### config.mk
export PLATFORM = sky130hd
export DESIGN_NAME = config_status_mirror
export DESIGN_NICKNAME = d
export VERILOG_FILES = /design/src/inc/config_status_mirror_pkg.sv /design/src/config_status_mirror.sv
export SDC_FILE = /design/constraint.sdc
export NUM_CORES = 1
export LEC_CHECK = 0
export BUFFER_PORTS_ARGS = -buffer_cell sky130_fd_sc_hd__buf_2
export CORE_MARGIN = 8
export CORE_UTILIZATION = 47
export CTS_CLUSTER_DIAMETER = 30
export DETAILED_ROUTE_END_ITERATION = 12
export PLACE_DENSITY = 0.81
export SKIP_LAST_GASP = 1
export SYNTH_ARGS = -nofsm -noshare
export SYNTH_HDL_FRONTEND = slang
export SYNTH_SLANG_ARGS = --single-unit
export TNS_END_PERCENT = 30
### constraint.sdc
create_clock -name clk_sys_i -period 6.7 [get_ports clk_sys_i]
set_input_delay 1.34 -clock clk_sys_i [delete_from_list [all_inputs] [get_ports clk_sys_i]]
set_output_delay 1.34 -clock clk_sys_i [all_outputs]
set_load 0.05 [all_outputs]
### src/inc/config_status_mirror_pkg.sv
package config_status_mirror_pkg;

  // ----------------------------------------------------------------------
  // geometry
  // ----------------------------------------------------------------------
  localparam int NUM_FN = 4;
  localparam int FN_W = 2;
  localparam int IDX_W = 10;

  // ----------------------------------------------------------------------
  // dword index of each mirrored register in a function's config space
  // ----------------------------------------------------------------------
  localparam logic [IDX_W-1:0] IDX_CMD = 10'h001;
  localparam logic [IDX_W-1:0] IDX_DEV_CTL = 10'h01e;
  localparam logic [IDX_W-1:0] IDX_DEV_CTL2 = 10'h026;
  localparam logic [IDX_W-1:0] IDX_VIRT_CTL = 10'h042;
  localparam logic [IDX_W-1:0] IDX_VIRT_NUMVF = 10'h044;
  localparam logic [IDX_W-1:0] IDX_HINT_CTL = 10'h052;
  localparam logic [IDX_W-1:0] IDX_XLAT_CTL = 10'h060;

  // ----------------------------------------------------------------------
  // field positions within the written dword
  // ----------------------------------------------------------------------
  localparam int CMD_MEM_BIT = 1;
  localparam int CMD_INIT_BIT = 2;
  localparam int DC_PAYLOAD_LSB = 5;
  localparam int DC_WIDE_TAG_BIT = 8;
  localparam int DC_RDREQ_LSB = 12;
  localparam int DC2_TIMER_OFF_BIT = 4;
  localparam int DC2_ATOMIC_BIT = 6;
  localparam int VIRT_MEM_BIT = 3;
  localparam int NUMVF_LSB = 0;
  localparam int HINT_MODE_LSB = 0;
  localparam int HINT_EN_BIT = 8;
  localparam int XLAT_UNIT_LSB = 16;
  localparam int XLAT_EN_BIT = 31;

  // ----------------------------------------------------------------------
  // field widths and values after reset
  // ----------------------------------------------------------------------
  localparam int BUS_W = 8;
  localparam int DEV_W = 5;
  localparam int SIZE_W = 3;
  localparam int NUMVF_W = 16;
  localparam int MODE_W = 2;
  localparam int UNIT_W = 5;
  localparam logic [BUS_W-1:0] BUS_RST = 8'h00;
  localparam logic [DEV_W-1:0] DEV_RST = 5'h00;
  localparam logic [SIZE_W-1:0] PAYLOAD_RST = 3'h0;
  localparam logic [SIZE_W-1:0] RDREQ_RST = 3'h2;
  localparam logic [NUMVF_W-1:0] NUMVF_RST = 16'h0000;
  localparam logic [MODE_W-1:0] MODE_RST = 2'h0;
  localparam logic [UNIT_W-1:0] UNIT_RST = 5'h00;
  localparam logic BIT_RST = 1'b0;

endpackage

### src/config_status_mirror.sv
`timescale 1ns/100ps
// What this block does
// - per function, 8-bit bus number from config writes
// - per function, 5-bit device number from config writes
// - bus number output is informational only
// - device number unused while alternative routing enabled
// - per function memory space enable mirror
// - per function bus master enable mirror
// - per function virtual function memory enable mirror
// - per function 16-bit enabled virtual function count
// - payload limit: function 0 alone, else minimum
// - read request limit: function 0 alone, else minimum
// - bit n mirrors wide tag enable, bit 8
// - bit n mirrors timeout disable, bit 4
// - bit n mirrors atomic requester enable
// - packed 2-bit steering tag mode, function 0 lowest
// - bit n mirrors hint requester enable, bit 8
// - packed 5-bit translation unit size slices
// - bit n mirrors translation enable, bit 31
module config_status_mirror (
  input wire logic clk_sys_i,
  input wire logic rst_i,
  input wire logic cfg_wr_valid_i,
  input wire logic [config_status_mirror_pkg::FN_W-1:0] cfg_wr_fn_i,
  input wire logic [config_status_mirror_pkg::IDX_W-1:0] cfg_wr_index_i,
  input wire logic [3:0] cfg_wr_be_i,
  input wire logic [31:0] cfg_wr_data_i,
  input wire logic [config_status_mirror_pkg::BUS_W-1:0] cfg_wr_bus_i,
  input wire logic [config_status_mirror_pkg::DEV_W-1:0] cfg_wr_dev_i,
  input wire logic ari_on_i,
  input wire logic [2:0] fn_count_i,
  output logic [config_status_mirror_pkg::NUM_FN*config_status_mirror_pkg::BUS_W-1:0]
    assigned_bus_id_o,
  output logic [config_status_mirror_pkg::NUM_FN*config_status_mirror_pkg::DEV_W-1:0]
    assigned_dev_id_o,
  output logic [config_status_mirror_pkg::NUM_FN-1:0] phys_fn_memory_decode_on_o,
  output logic [config_status_mirror_pkg::NUM_FN-1:0] phys_fn_initiator_allowed_o,
  output logic [config_status_mirror_pkg::NUM_FN-1:0] virt_fn_memory_decode_on_o,
  output logic [config_status_mirror_pkg::NUM_FN*config_status_mirror_pkg::NUMVF_W-1:0]
    enabled_virtual_fn_count_o,
  output logic [config_status_mirror_pkg::SIZE_W-1:0] payload_limit_o,
  output logic [config_status_mirror_pkg::SIZE_W-1:0] read_request_limit_o,
  output logic [config_status_mirror_pkg::NUM_FN-1:0] wide_tag_allowed_o,
  output logic [config_status_mirror_pkg::NUM_FN-1:0] response_timer_off_o,
  output logic [config_status_mirror_pkg::NUM_FN-1:0] atomic_issue_allowed_o,
  output logic [config_status_mirror_pkg::NUM_FN*config_status_mirror_pkg::MODE_W-1:0]
    steering_tag_mode_sel_o,
  output logic [config_status_mirror_pkg::NUM_FN-1:0] processing_hint_issue_on_o,
  output logic [config_status_mirror_pkg::NUM_FN*config_status_mirror_pkg::UNIT_W-1:0]
    translation_unit_size_o,
  output logic [config_status_mirror_pkg::NUM_FN-1:0] address_translation_on_o
);

  localparam int NF = config_status_mirror_pkg::NUM_FN;
  localparam int SW = config_status_mirror_pkg::SIZE_W;
  localparam int FW = config_status_mirror_pkg::FN_W;

  // ----------------------------------------------------------------------
  // helpers
  // ----------------------------------------------------------------------
  // byte lane enable covering a given bit of the written dword
  function automatic logic lane_on(input logic [3:0] be, input logic [4:0] pos);
    lane_on = be[pos[4:3]];
  endfunction

  // smaller of two size codes; a smaller code stands for a smaller size
  function automatic logic [SW-1:0] smaller(input logic [SW-1:0] a, input logic [SW-1:0] b);
    smaller = (b < a) ? b : a;
  endfunction

  // ----------------------------------------------------------------------
  // next values of the per-function fields
  // ----------------------------------------------------------------------
  logic [NF*config_status_mirror_pkg::BUS_W-1:0] bus_next;
  logic [NF*config_status_mirror_pkg::DEV_W-1:0] dev_next;
  logic [NF-1:0] mem_next;
  logic [NF-1:0] init_next;
  logic [NF-1:0] vmem_next;
  logic [NF*config_status_mirror_pkg::NUMVF_W-1:0] numvf_next;
  logic [NF-1:0][SW-1:0] payload_reg;
  logic [NF-1:0][SW-1:0] payload_next;
  logic [NF-1:0][SW-1:0] rdreq_reg;
  logic [NF-1:0][SW-1:0] rdreq_next;
  logic [NF-1:0] tag_next;
  logic [NF-1:0] timer_next;
  logic [NF-1:0] atomic_next;
  logic [NF*config_status_mirror_pkg::MODE_W-1:0] mode_next;
  logic [NF-1:0] hint_next;
  logic [NF*config_status_mirror_pkg::UNIT_W-1:0] unit_next;
  logic [NF-1:0] xlat_next;
  logic [NF-1:0][SW-1:0] payload_min;
  logic [NF-1:0][SW-1:0] rdreq_min;

  // a count of zero still means function 0 alone
  wire [2:0] fn_used = (fn_count_i == 3'h0) ? 3'h1 : fn_count_i;
  // bit positions as 5-bit numbers for the byte lane lookup
  wire [4:0] p_mem = 5'(config_status_mirror_pkg::CMD_MEM_BIT);
  wire [4:0] p_init = 5'(config_status_mirror_pkg::CMD_INIT_BIT);
  wire [4:0] p_pay = 5'(config_status_mirror_pkg::DC_PAYLOAD_LSB);
  wire [4:0] p_tag = 5'(config_status_mirror_pkg::DC_WIDE_TAG_BIT);
  wire [4:0] p_rdq = 5'(config_status_mirror_pkg::DC_RDREQ_LSB);
  wire [4:0] p_tmr = 5'(config_status_mirror_pkg::DC2_TIMER_OFF_BIT);
  wire [4:0] p_atm = 5'(config_status_mirror_pkg::DC2_ATOMIC_BIT);
  wire [4:0] p_vmem = 5'(config_status_mirror_pkg::VIRT_MEM_BIT);
  wire [4:0] p_nvf = 5'(config_status_mirror_pkg::NUMVF_LSB);
  wire [4:0] p_mode = 5'(config_status_mirror_pkg::HINT_MODE_LSB);
  wire [4:0] p_hint = 5'(config_status_mirror_pkg::HINT_EN_BIT);
  wire [4:0] p_unit = 5'(config_status_mirror_pkg::XLAT_UNIT_LSB);
  wire [4:0] p_xlat = 5'(config_status_mirror_pkg::XLAT_EN_BIT);

  genvar f;
  generate
    for (f = 0; f < NF; f = f + 1)
    begin : g_fn
      localparam int BW = config_status_mirror_pkg::BUS_W;
      localparam int DW = config_status_mirror_pkg::DEV_W;
      localparam int VW = config_status_mirror_pkg::NUMVF_W;
      localparam int MW = config_status_mirror_pkg::MODE_W;
      localparam int UW = config_status_mirror_pkg::UNIT_W;
      // write decode for this function
      wire hit = cfg_wr_valid_i && (cfg_wr_fn_i == FW'(f));
      wire hit_cmd = hit && (cfg_wr_index_i == config_status_mirror_pkg::IDX_CMD);
      wire hit_dc = hit && (cfg_wr_index_i == config_status_mirror_pkg::IDX_DEV_CTL);
      wire hit_dc2 = hit && (cfg_wr_index_i == config_status_mirror_pkg::IDX_DEV_CTL2);
      wire hit_vc = hit && (cfg_wr_index_i == config_status_mirror_pkg::IDX_VIRT_CTL);
      wire hit_nvf = hit && (cfg_wr_index_i == config_status_mirror_pkg::IDX_VIRT_NUMVF);
      wire hit_hint = hit && (cfg_wr_index_i == config_status_mirror_pkg::IDX_HINT_CTL);
      wire hit_xlat = hit && (cfg_wr_index_i == config_status_mirror_pkg::IDX_XLAT_CTL);
      // the enabled count spans two bytes, each with its own enable
      wire nvf_lo = hit_nvf && lane_on(cfg_wr_be_i, p_nvf);
      wire nvf_hi = hit_nvf && lane_on(cfg_wr_be_i, p_nvf + 5'h08);

      // the routing id of any config write to this function carries its numbers;
      // the device field means nothing while alternative routing is on, so it holds
      assign bus_next[f*BW +: BW] = hit ? cfg_wr_bus_i : assigned_bus_id_o[f*BW +: BW];
      assign dev_next[f*DW +: DW] = (hit && !ari_on_i) ? cfg_wr_dev_i :
        assigned_dev_id_o[f*DW +: DW];

      assign mem_next[f] = (hit_cmd && lane_on(cfg_wr_be_i, p_mem)) ?
        cfg_wr_data_i[p_mem] : phys_fn_memory_decode_on_o[f];
      assign init_next[f] = (hit_cmd && lane_on(cfg_wr_be_i, p_init)) ?
        cfg_wr_data_i[p_init] : phys_fn_initiator_allowed_o[f];
      assign vmem_next[f] = (hit_vc && lane_on(cfg_wr_be_i, p_vmem)) ?
        cfg_wr_data_i[p_vmem] : virt_fn_memory_decode_on_o[f];

      assign numvf_next[f*VW +: 8] = nvf_lo ? cfg_wr_data_i[p_nvf +: 8] :
        enabled_virtual_fn_count_o[f*VW +: 8];
      assign numvf_next[f*VW+8 +: 8] = nvf_hi ? cfg_wr_data_i[p_nvf+8 +: 8] :
        enabled_virtual_fn_count_o[f*VW+8 +: 8];

      assign payload_next[f] = (hit_dc && lane_on(cfg_wr_be_i, p_pay)) ?
        cfg_wr_data_i[p_pay +: SW] : payload_reg[f];
      assign rdreq_next[f] = (hit_dc && lane_on(cfg_wr_be_i, p_rdq)) ?
        cfg_wr_data_i[p_rdq +: SW] : rdreq_reg[f];
      assign tag_next[f] = (hit_dc && lane_on(cfg_wr_be_i, p_tag)) ?
        cfg_wr_data_i[p_tag] : wide_tag_allowed_o[f];

      assign timer_next[f] = (hit_dc2 && lane_on(cfg_wr_be_i, p_tmr)) ?
        cfg_wr_data_i[p_tmr] : response_timer_off_o[f];
      assign atomic_next[f] = (hit_dc2 && lane_on(cfg_wr_be_i, p_atm)) ?
        cfg_wr_data_i[p_atm] : atomic_issue_allowed_o[f];

      assign mode_next[f*MW +: MW] = (hit_hint && lane_on(cfg_wr_be_i, p_mode)) ?
        cfg_wr_data_i[p_mode +: MW] : steering_tag_mode_sel_o[f*MW +: MW];
      assign hint_next[f] = (hit_hint && lane_on(cfg_wr_be_i, p_hint)) ?
        cfg_wr_data_i[p_hint] : processing_hint_issue_on_o[f];

      assign unit_next[f*UW +: UW] = (hit_xlat && lane_on(cfg_wr_be_i, p_unit)) ?
        cfg_wr_data_i[p_unit +: UW] : translation_unit_size_o[f*UW +: UW];
      assign xlat_next[f] = (hit_xlat && lane_on(cfg_wr_be_i, p_xlat)) ?
        cfg_wr_data_i[p_xlat] : address_translation_on_o[f];

      // running minimum over the functions that are present
      if (f == 0)
      begin : g_first
        assign payload_min[f] = payload_next[f];
        assign rdreq_min[f] = rdreq_next[f];
      end
      else
      begin : g_rest
        // functions past the count take no part
        wire present = (3'(f) < fn_used);
        assign payload_min[f] = present ? smaller(payload_min[f-1], payload_next[f]) :
          payload_min[f-1];
        assign rdreq_min[f] = present ? smaller(rdreq_min[f-1], rdreq_next[f]) :
          rdreq_min[f-1];
      end
    end
  endgenerate

  // ----------------------------------------------------------------------
  // routing id capture, all outputs straight from flip-flops
  // ----------------------------------------------------------------------
  always_ff @(posedge clk_sys_i or posedge rst_i)
  begin
    if (rst_i)
      assigned_bus_id_o <= {NF{config_status_mirror_pkg::BUS_RST}};
    else
      assigned_bus_id_o <= bus_next;
  end

  always_ff @(posedge clk_sys_i or posedge rst_i)
  begin
    if (rst_i)
      assigned_dev_id_o <= {NF{config_status_mirror_pkg::DEV_RST}};
    else
      assigned_dev_id_o <= dev_next;
  end

  // ----------------------------------------------------------------------
  // command and virtualization mirrors
  // ----------------------------------------------------------------------
  always_ff @(posedge clk_sys_i or posedge rst_i)
  begin
    if (rst_i)
      phys_fn_memory_decode_on_o <= {NF{config_status_mirror_pkg::BIT_RST}};
    else
      phys_fn_memory_decode_on_o <= mem_next;
  end

  always_ff @(posedge clk_sys_i or posedge rst_i)
  begin
    if (rst_i)
      phys_fn_initiator_allowed_o <= {NF{config_status_mirror_pkg::BIT_RST}};
    else
      phys_fn_initiator_allowed_o <= init_next;
  end

  always_ff @(posedge clk_sys_i or posedge rst_i)
  begin
    if (rst_i)
      virt_fn_memory_decode_on_o <= {NF{config_status_mirror_pkg::BIT_RST}};
    else
      virt_fn_memory_decode_on_o <= vmem_next;
  end

  always_ff @(posedge clk_sys_i or posedge rst_i)
  begin
    if (rst_i)
      enabled_virtual_fn_count_o <= {NF{config_status_mirror_pkg::NUMVF_RST}};
    else
      enabled_virtual_fn_count_o <= numvf_next;
  end

  // ----------------------------------------------------------------------
  // device control mirrors
  // ----------------------------------------------------------------------
  always_ff @(posedge clk_sys_i or posedge rst_i)
  begin
    if (rst_i)
      payload_reg <= {NF{config_status_mirror_pkg::PAYLOAD_RST}};
    else
      payload_reg <= payload_next;
  end

  always_ff @(posedge clk_sys_i or posedge rst_i)
  begin
    if (rst_i)
      rdreq_reg <= {NF{config_status_mirror_pkg::RDREQ_RST}};
    else
      rdreq_reg <= rdreq_next;
  end

  always_ff @(posedge clk_sys_i or posedge rst_i)
  begin
    if (rst_i)
      wide_tag_allowed_o <= {NF{config_status_mirror_pkg::BIT_RST}};
    else
      wide_tag_allowed_o <= tag_next;
  end

  always_ff @(posedge clk_sys_i or posedge rst_i)
  begin
    if (rst_i)
      response_timer_off_o <= {NF{config_status_mirror_pkg::BIT_RST}};
    else
      response_timer_off_o <= timer_next;
  end

  always_ff @(posedge clk_sys_i or posedge rst_i)
  begin
    if (rst_i)
      atomic_issue_allowed_o <= {NF{config_status_mirror_pkg::BIT_RST}};
    else
      atomic_issue_allowed_o <= atomic_next;
  end

  // ----------------------------------------------------------------------
  // hint and translation mirrors
  // ----------------------------------------------------------------------
  always_ff @(posedge clk_sys_i or posedge rst_i)
  begin
    if (rst_i)
      steering_tag_mode_sel_o <= {NF{config_status_mirror_pkg::MODE_RST}};
    else
      steering_tag_mode_sel_o <= mode_next;
  end

  always_ff @(posedge clk_sys_i or posedge rst_i)
  begin
    if (rst_i)
      processing_hint_issue_on_o <= {NF{config_status_mirror_pkg::BIT_RST}};
    else
      processing_hint_issue_on_o <= hint_next;
  end

  always_ff @(posedge clk_sys_i or posedge rst_i)
  begin
    if (rst_i)
      translation_unit_size_o <= {NF{config_status_mirror_pkg::UNIT_RST}};
    else
      translation_unit_size_o <= unit_next;
  end

  always_ff @(posedge clk_sys_i or posedge rst_i)
  begin
    if (rst_i)
      address_translation_on_o <= {NF{config_status_mirror_pkg::BIT_RST}};
    else
      address_translation_on_o <= xlat_next;
  end

  // ----------------------------------------------------------------------
  // limits over the functions present
  // ----------------------------------------------------------------------
  always_ff @(posedge clk_sys_i or posedge rst_i)
  begin
    if (rst_i)
      payload_limit_o <= config_status_mirror_pkg::PAYLOAD_RST;
    else
      payload_limit_o <= payload_min[NF-1];
  end

  always_ff @(posedge clk_sys_i or posedge rst_i)
  begin
    if (rst_i)
      read_request_limit_o <= config_status_mirror_pkg::RDREQ_RST;
    else
      read_request_limit_o <= rdreq_min[NF-1];
  end

endmodule

==> impl_metrics.toml, run 1 <==
[layout]
post-route-util = 0.639
reg.largest.list = "enabled_virtual_fn_count_o: 64 flops, assigned_bus_id_o: 32 flops"
syn_to_final_growth_pct = 32.7
drive_above_1_share = 0.528
regMostFlops = "enabled_virtual_fn_count_o"
finalNetCount = 995
largest_reg_flops = 64

[die]
core_area_um2 = 18100
start_util = 0.482
die_w_um = 152
dieArea_um2 = 23100
fp-row-count = 49
io_pins = 250
die_height_um = 152

[setup_path]
crit_path_top_delay_cell = "or3b_1"
endpoint_kind = "flip-flop"
crit_top_cell = "mux2i_1"
crit_path_cell_trace = "buf_2, or3b_1, nor4_4, mux2i_1, inv_1, ha_1, o41ai_1, a21oi_1, a2111oi_4, o22ai_2, mux2i_1, inv_1, ha_1, nor2b_1, nor4_1, mux2i_1, nor4b_1, nor3_1, mux2i_1, ha_1, a211oi_1, nor2b_1, a32oi_1, mux2i_1"
crit_type = "input port to flip-flop"
cpPeakStageDelay_ps = 520
start_kind = "input port"
cp.required_ps = 7070
crit_arrival_ps = 6350
crit_start = "cfg_wr_index_i[6]"
reg2reg_from = "payload_reg[4]"
worstPathMaxFanout = 6

[sta]
tightestPinTransition_ps = 1080
rsz0062_at_grt = "false"
final-hold-violation-count = 0
clock_skew_ps = 4.48
tns_ps = 0
period_share = 0.892
slew_headroom = 0.279
min_period_ps = 5980
finalSetupViolCount = 0
drv_slew = 0
clock.fmax_mhz = 167

[global_route]
grt_usage = 0.201
grtUsageMet1 = 0.247
gr-usage-met2 = 0.336
grt_pass1_vias = 6841
grt_start_max_net_pins = 207
antenna_found_initial = 1
overflow = 0
grt_busiest_layer = "met2"
grt_pass1_wl_um = 37500
met3_usage = 0.0533

[yosys]
synth_most_common_cell = "dfrtp_1"
yosysUniqueCellTypes = 53
yosys_warnings = 0
synth_nets = 724
synthesis.area_um2 = 8710
synth-edff-count = 0
seq_area_frac_synth = 0.593
syn_area_per_cell_um2 = 13.5
syn_inst = 645
synth_common_cells = "201 x dfrtp_1, 171 x mux2_2, 81 x nand2_1"
synthTopCellsByArea = "dfrtp_1 58%, mux2_2 22%, nand2_1 3.5%, mux2i_1 2.4%, ha_1 1.6%"
synthArstFlopShare = 1.00
netlist.top_cell.by_area = "dfrtp_1"
synth.top_cell.area_share = 0.578
ys_ff_latch = 206
yosys_most_used_dff = "dfrtp_1"

[run_status]
outcome = "finished, final reports clean"

[drt]
detail_route.first_pass.iterations = 5
dr.first_iter.drc_count = 244
viasPerCell = 5.35
vias = 6290
routedWlPerCell_um = 19.8
ant_nets = 0
drc = 0
wl_um = 23300

[clock_tree]
htreeDepth = 2
cts_tree = "yes"
numCtsBuffers = 39
cts.sinks = 206
clk_pin_slew_ps = 50
post_cts_resized = 0
clock_latency_ps = 490
clockBufferDepth = 3
root_buffer = "clkbuf_16"
post_cts_buffers = 0
cts-hold-fix-buffers = 0

[power_and_ir_drop]
combinationalPowerShare = 0.121
p_int_w = 0.00279
p_sw_w = 0.00100
seqPwrFrac = 0.354
pwr_density_cell_nw_per_um2 = 328
switching_share = 0.264
clkPwrFrac = 0.525
ir_drop_v = 0.000189
leakage_nw = 6.35

[min_path]
hold_class = "flip-flop to flip-flop"
holdCritStartpoint = "assigned_bus_id_o[24]"

[placement]
io_buffers = 239
hpwlAfterDp_um = 16700
place_congestion = 0.832

[job]
cap_violations = 0
==> final timing paths <==
check | to | slack (ps) | depth (start not counted)
min reg2reg | assigned_bus_id_o[24] | 470 | 2
min | assigned_bus_id_o[24] | 470 | 2
min in group asynchronous | phys_fn_initiator_allowed_o[3] | 1170 | 3
max in group asynchronous | assigned_dev_id_o[2] | 4750 | 3
max | payload_limit_o[1] | 720 | 24
max reg2reg | payload_limit_o[1] | 2350 | 21
==> cells by family after synthesis <==
| logic type | synth area share |
|---|---|
| muxes | 0.250 |
| and+or+nand+nor | 0.102 |
| DFF | 0.593 |
| buffers and inverters | 0.0161 |
| AOI/OAI and AO/OA | 0.0236 |
| adders and majority gates | 0.0158 |
==> routing by layer <==
| metal | vias up | wire, um |
|---|---|---|
| met1 | 3174 | 9920 |
| met5 | - | 0 |
| met4 | 0 | 544 |
| met3 | 39 | 1560 |
| li1 | 2838 | - |
| met2 | 239 | 11300 |
==> worst max-delay path: cells and delay by family <==
family	cells	cell delay, ps
AND/OR/NAND/NOR	7	1860
buffers and inverters	3	280
AO/OA/AOI/OAI	6	1160
adder cells (fa/ha/maj)	3	700
multiplexers	5	1010
==> metrics by stage <==
| stage | worst slack [ps] | hold WS, ps | power [W] | instances | cell area, um2 |
|---|---|---|---|---|---|
| after global routing | 334 | 488 | 0.00393 | 1175 | 11600 |
| after global placement | 437 | 456 | 0.00181 | 1104 | 10200 |
| after detailed placement | 281 | 457 | 0.00182 | 1104 | 10200 |
| final | 721 | 467 | 0.00379 | 1175 | 11600 |
| after CTS | 805 | 469 | 0.00383 | 1174 | 11600 |
| after floorplan | 698 | 466 | 0.00168 | 645 | 8710 |
==> area by class of cell <==
type | count | area, um2
Timing Repair Buffer | 246 | 1260
Sequential cell | 206 | 5160
Tap cell | 229 | 287
Antenna cell | 1 | 2.50
Fill cell | 1332 | 6530
Clock inverter | 22 | 290
Multi-Input combinational cell | 404 | 3410
Inverter | 19 | 75.1
Clock buffer | 48 | 1070
==> power groups by stage <==
stage | sequential, W | combinational, W | clock [W]
2_1_floorplan | 0.00158 | 0.000100 | 0
3_3_place_gp | 0.00136 | 0.000453 | 0
3_5_place_dp | 0.00136 | 0.000459 | 0
4_1_cts | 0.00134 | 0.000461 | 0.00203
5_1_grt | 0.00135 | 0.000481 | 0.00210
6_report | 0.00134 | 0.000457 | 0.00199
==> cell usage in the layout (no fill, tap or decap), types with 4 or more instances in the layout <==
master / Yosys / routed
clkinv_2: 0 / 7
nand2_1: 81 / 81
inv_1: 19 / 18
mux2_2: 171 / 171
nor4_1: 4 / 4
nand3_1: 9 / 9
nor3_1: 6 / 6
nor2b_1: 6 / 6
dfstp_2: 5 / 5
nand4b_1: 4 / 4
clkinvlp_4: 0 / 4
nand4_1: 4 / 4
buf_4: 0 / 6
mux2i_1: 21 / 21
buf_2: 1 / 239
and4b_1: 4 / 4
clkbuf_16: 0 / 41
clkbuf_1: 14 / 5
a21oi_1: 5 / 5
dfrtp_1: 201 / 201
ha_1: 11 / 11
bufinv_16: 0 / 6
nor2_1: 33 / 33
Note: power is estimated with default switching activity, not from simulation.
==> run 2, diff against run 1 <==
==> constraint.sdc (replaced) <==
create_clock -name clk_sys_i -period 6.7 [get_ports clk_sys_i]
set_input_delay 0.335 -clock clk_sys_i [delete_from_list [all_inputs] [get_ports clk_sys_i]]
set_output_delay 0.335 -clock clk_sys_i [all_outputs]
set_load 0.05 [all_outputs]
==> impl_metrics.toml, run 2 (same netlist as run 1, synthesis figures left out) <==
[run_status]
outcome = "finished, final reports clean"

[clock_tree]
htreeDepth = 2
clk_pin_slew_ps = 50
root_buffer = "clkbuf_16"
cts-hold-fix-buffers = 0
cts.sinks = 206
cts_tree = "yes"
numCtsBuffers = 40
clockBufferDepth = 3
post_cts_resized = 0
post_cts_buffers = 0
clock_latency_ps = 500

[layout]
drive_above_1_share = 0.527
diodes = 0
finalNetCount = 992
syn_to_final_growth_pct = 32.6
largest_reg_flops = 64
mostFrequentLayoutCells = "239 x buf_2, 201 x dfrtp_1, 171 x mux2_2"
reg.largest.list = "enabled_virtual_fn_count_o: 64 flops, assigned_bus_id_o: 32 flops"
regMostFlops = "enabled_virtual_fn_count_o"
layout_commonest_cell = "buf_2"

[sta]
clock.fmax_mhz = 189
slew_headroom = 0.375
clock_skew_ps = 17.1
period_share = 0.791
finalSetupViolCount = 0
final-hold-violation-count = 0
tns_ps = 0
drv_slew = 0
holdWs_ps = 15.0
tightestPinTransition_ps = 938
min_period_ps = 5300
rsz0062_at_grt = "false"

[drt]
wl_um = 23700
vias = 6257
dr.first_iter.drc_count = 241
viasPerCell = 5.34
drc = 0
detail_route.first_pass.iterations = 4
ant_nets = 0
routedWlPerCell_um = 20.3

[die]
die_w_um = 152
start_util = 0.482
die_height_um = 152
fp-row-count = 49
dieArea_um2 = 23100
core_area_um2 = 18100
io_pins = 250

[global_route]
grt_pass1_vias = 6962
grt_usage = 0.205
antenna_found_initial = 0
grt_start_max_net_pins = 135
overflow = 0
grt_pass1_wl_um = 38200

[setup_path]
crit_path_cell_trace = "buf_2, or3_1, nor4_4, mux2i_1, inv_1, ha_1, o41ai_1, a21oi_1, a2111oi_4, o22ai_2, mux2i_1, inv_1, ha_1, nor2b_1, nor4_1, mux2i_1, nor4b_1, nor3_1, mux2i_1, ha_1, a211oi_1, nor2b_1, a32oi_1, mux2i_1"
crit_arrival_ps = 5670
worstPathMaxFanout = 8
crit_top_cell = "mux2i_1"
crit_type = "input port to flip-flop"
start_kind = "input port"
endpoint_kind = "flip-flop"
cp.required_ps = 7070
cpPeakStageDelay_ps = 550
crit_path_top_delay_cell = "or3_1"

[job]
cap_violations = 0

[placement]
place_congestion = 0.874
hpwlAfterDp_um = 17100
io_buffers = 239

[power_and_ir_drop]
ir_drop_v = 0.000194
leakage_nw = 6.33
pwr_density_cell_nw_per_um2 = 331

[min_path]
hold_class = "input port to async pin"
run 2: cell count changes in the layout (fill, tap and decap cells not counted), sizes merged:
cell | previous run | this run
clkbuf | 48 | 54
clkinv | 10 | 4
buf | 246 | 242
clkinvlp | 4 | 6
bufinv | 6 | 5
diode | 1 | 0
run 2: worst max-delay path, delay by kind of cell:
family | cells | cell delay (ps)
AND/OR/NAND/NOR | 7 | 2000
AO/OA/AOI/OAI | 6 | 1320
multiplexers | 5 | 1050
adder cells (fa/ha/maj) | 3 | 700
buffers and inverters | 3 | 270
run 2: metrics by stage:
step	power (W)	setup slack, ps	cell area [um2]	utilization	std cells
global placement	0.00181	1160	10200	0.561	1100
finish	0.00383	1400	11500	0.638	1171
global route	0.00396	997	11500	0.638	1171
detailed placement	0.00182	946	10200	0.561	1100
CTS	0.00386	1460	11500	0.638	1171
floorplan	0.00168	749	8710	-	645
run 2: cell type report:
cell class,count,area [um2]
fill,1335,6540
sequential,206,5160
inverter,19,78.8
clock inverter,17,236
multi-input combinational,404,3410
tap,229,287
timing repair buffer,242,1220
clock buffer,54,1150
run 2: final timing paths:
path	endpoint	slack, ps	depth (start not counted)	start
worst max-delay path	payload_limit_o[1]	1400	24	cfg_wr_index_i[7]
worst min-delay path	assigned_dev_id_o[8]	20	2	rst_i
worst max register to register	payload_limit_o[1]	2080	21	payload_reg[4]
worst min register to register	assigned_bus_id_o[14]	470	2	assigned_bus_id_o[14]
max in group asynchronous	enabled_virtual_fn_count_o[7]	5200	3	rst_i
min in group clk_sys_i	assigned_bus_id_o[26]	90	3	cfg_wr_bus_i[2]
run 2: layer usage:
metal	vias up	routed length, um	GRT usage
met4	0	573	0.0723
li1	2823	-	-
met2	238	11600	0.342
met3	43	1680	0.0596
met1	3153	9850	0.249
met5	-	0	0
run 2: power breakdown:
part	leakage, nW	internal (W)	switching (W)
Combinational	2.90	0.000106	0.000351
Sequential	2.76	0.00131	0.0000322
Clock	0.665	0.00140	0.000631
Total	6.33	0.00281	0.00101
==> run 3, diff against run 2 <==
--- a/config.mk
+++ b/config.mk
@@ -7,10 +7,10 @@
 export LEC_CHECK = 0
 export BUFFER_PORTS_ARGS = -buffer_cell sky130_fd_sc_hd__buf_2
 export CORE_MARGIN = 8
-export CORE_UTILIZATION = 47
+export CORE_UTILIZATION = 52
 export CTS_CLUSTER_DIAMETER = 30
 export DETAILED_ROUTE_END_ITERATION = 12
-export PLACE_DENSITY = 0.81
+export PLACE_DENSITY = 0.85
 export SKIP_LAST_GASP = 1
 export SYNTH_ARGS = -nofsm -noshare
 export SYNTH_HDL_FRONTEND = slang
==> constraint.sdc (replaced) <==
create_clock -name clk_sys_i -period 4.9 [get_ports clk_sys_i]
set_input_delay 0.245 -clock clk_sys_i [delete_from_list [all_inputs] [get_ports clk_sys_i]]
set_output_delay 0.245 -clock clk_sys_i [all_outputs]
set_load 0.05 [all_outputs]
==> impl_metrics.toml, run 3 (same netlist as run 1, synthesis figures left out) <==
[power_and_ir_drop]
clkPwrFrac = 0.507
p_int_w = 0.00363
switching_share = 0.278
ir_drop_v = 0.000286
p_sw_w = 0.00140
leakage_nw = 6.44
seqPwrFrac = 0.366
combinationalPowerShare = 0.127
pwr_density_cell_nw_per_um2 = 428

[global_route]
grt_pass1_vias = 7057
grt_usage = 0.223
overflow = 0
grt_pass1_wl_um = 38000
antenna_found_initial = 2
grt_start_max_net_pins = 119

[setup_path]
start_kind = "input port"
crit_type = "input port to flip-flop"
cpPeakStageDelay_ps = 460
cp.required_ps = 5330
crit_top_cell = "mux2i_1"
critPathBufInv = 3
crit_path_top_delay_cell = "or3_1"
crit_arrival_ps = 5060
path_delay_family = "simple AND/OR/NAND/NOR gates"
worstPathMaxFanout = 3
endpoint_kind = "flip-flop"

[die]
core_area_um2 = 16500
start_util = 0.529
io_pins = 250
fp-row-count = 47
die_w_um = 145
die_height_um = 145
dieArea_um2 = 21100

[sta]
clock_skew_ps = 8.68
drv_slew = 0
clock.fmax_mhz = 216
tightestPinTransition_ps = 950
finalSetupViolCount = 0
final-hold-violation-count = 0
min_period_ps = 4630
slew_headroom = 0.362
tns_ps = 0
holdWs_ps = 17.8
period_share = 0.944

[drt]
vias = 6444
detail_route.first_pass.iterations = 5
ant_nets = 0
dr.first_iter.drc_count = 297
routedWlPerCell_um = 19.9
viasPerCell = 5.37
drc = 0
wl_um = 23900

[clock_tree]
htreeDepth = 2
numCtsBuffers = 40
clk_pin_slew_ps = 50
clock_latency_ps = 510
root_buffer = "clkbuf_16"
clockBufferDepth = 3
cts_tree = "yes"
cts.sinks = 206

[layout]
instances_no_fill = 1200
layout_commonest_cell = "buf_2"
syn_to_final_growth_pct = 34.7
regMostFlops = "enabled_virtual_fn_count_o"
mostFrequentLayoutCells = "239 x buf_2, 201 x dfrtp_1, 171 x mux2_2"
largest_reg_flops = 64
drive_above_1_share = 0.538
finalNetCount = 1025
reg.largest.list = "enabled_virtual_fn_count_o: 64 flops, assigned_bus_id_o: 32 flops"

[job]
cap_violations = 0

[placement]
io_buffers = 239
dp.cells = 1117
hpwlAfterDp_um = 17300
place_congestion = 0.858

[min_path]
hold_class = "input port to flip-flop"

[run_status]
outcome = "finished, final reports clean"
run 3: changes by cell type in the layout (fill, tap and decap cells not counted), sizes merged:
cell         delta
buf            +27
bufinv          -4
clkinv          +2
diode           +3
dlygate4sd3     +6
inv             +4
run 3: path summary, 6_finish.rpt:
check / startpoint / end / slack [ps] / depth (start not counted)
setup reg to reg: payload_reg[4] / payload_limit_o[1] / 650 / 22
max in group asynchronous: rst_i / enabled_virtual_fn_count_o[11] / 3320 / 5
hold / removal: cfg_wr_bus_i[0] / assigned_bus_id_o[8] / 20 / 3
min in group asynchronous: rst_i / translation_unit_size_o[9] / 490 / 4
hold reg to reg: assigned_bus_id_o[31] / assigned_bus_id_o[31] / 480 / 2
setup / recovery: cfg_wr_index_i[7] / payload_limit_o[1] / 270 / 25
run 3: per-stage QoR:
| stage | utilization | total power [W] | setup WS [ps] | area (um2) |
|---|---|---|---|---|
| floorplan | - | 0.00230 | -7.03 | 8710 |
| global placement | 0.628 | 0.00248 | 31.0 | 10300 |
| detailed placement | 0.628 | 0.00250 | -336 | 10300 |
| CTS | 0.710 | 0.00507 | 188 | 11700 |
| global route | 0.712 | 0.00520 | -15.4 | 11700 |
| finish | 0.712 | 0.00502 | 273 | 11700 |
run 3: what timing repair did:
item                       in CTS  in global routing
hold endpoints to repair       56                  0
hold buffers                    6                  0
setup endpoints to repair       0                  2
buffers inserted                0                  1
gates resized for setup         0                  4
run 3: final cells by class:
| class | instances | area [um2] |
|---|---|---|
| fillers | 1137 | 4730 |
| multi-input cells | 404 | 3430 |
| clock buffers | 54 | 1120 |
| flip-flops and latches | 206 | 5160 |
| well taps | 220 | 275 |
| inverters | 19 | 75.1 |
| diodes | 3 | 7.51 |
| repair buffers | 275 | 1490 |
| clock inverters | 19 | 165 |
run 3: worst reg2reg max path: stages (launching register included):
cell and delay (ps):
dfrtp_1 370, mux2i_1 160, inv_1 80, ha_1 300, o41ai_1 70, a21oi_1 110
a2111oi_4 330, o22ai_2 150, mux2i_1 160, inv_1 70, ha_1 150, nor2b_1 230
nor4_1 70, mux2i_1 310, nor2b_1 80, o21a_1 110, nor3_1 180, mux2i_1 320
ha_1 230, a211oi_2 90, nor2b_2 170, a32oi_1 230, mux2i_1 210
run 3: power by group through the flow:
stage	registers, W	logic [W]	clock network, W
floorplan	0.00216	0.000137	0
global placement	0.00186	0.000625	0
detailed placement	0.00186	0.000635	0
CTS	0.00184	0.000643	0.00259
global route	0.00185	0.000676	0.00267
finish	0.00184	0.000638	0.00255
run 3: metal layers:
layer / vias up / part of all wire / track usage
li1: 2901 / - / -
met1: 3261 / 0.39 / 0.257
met2: 228 / 0.50 / 0.372
met3: 54 / 0.072 / 0.0725
met4: 0 / 0.036 / 0.103
met5: - / 0 / 0
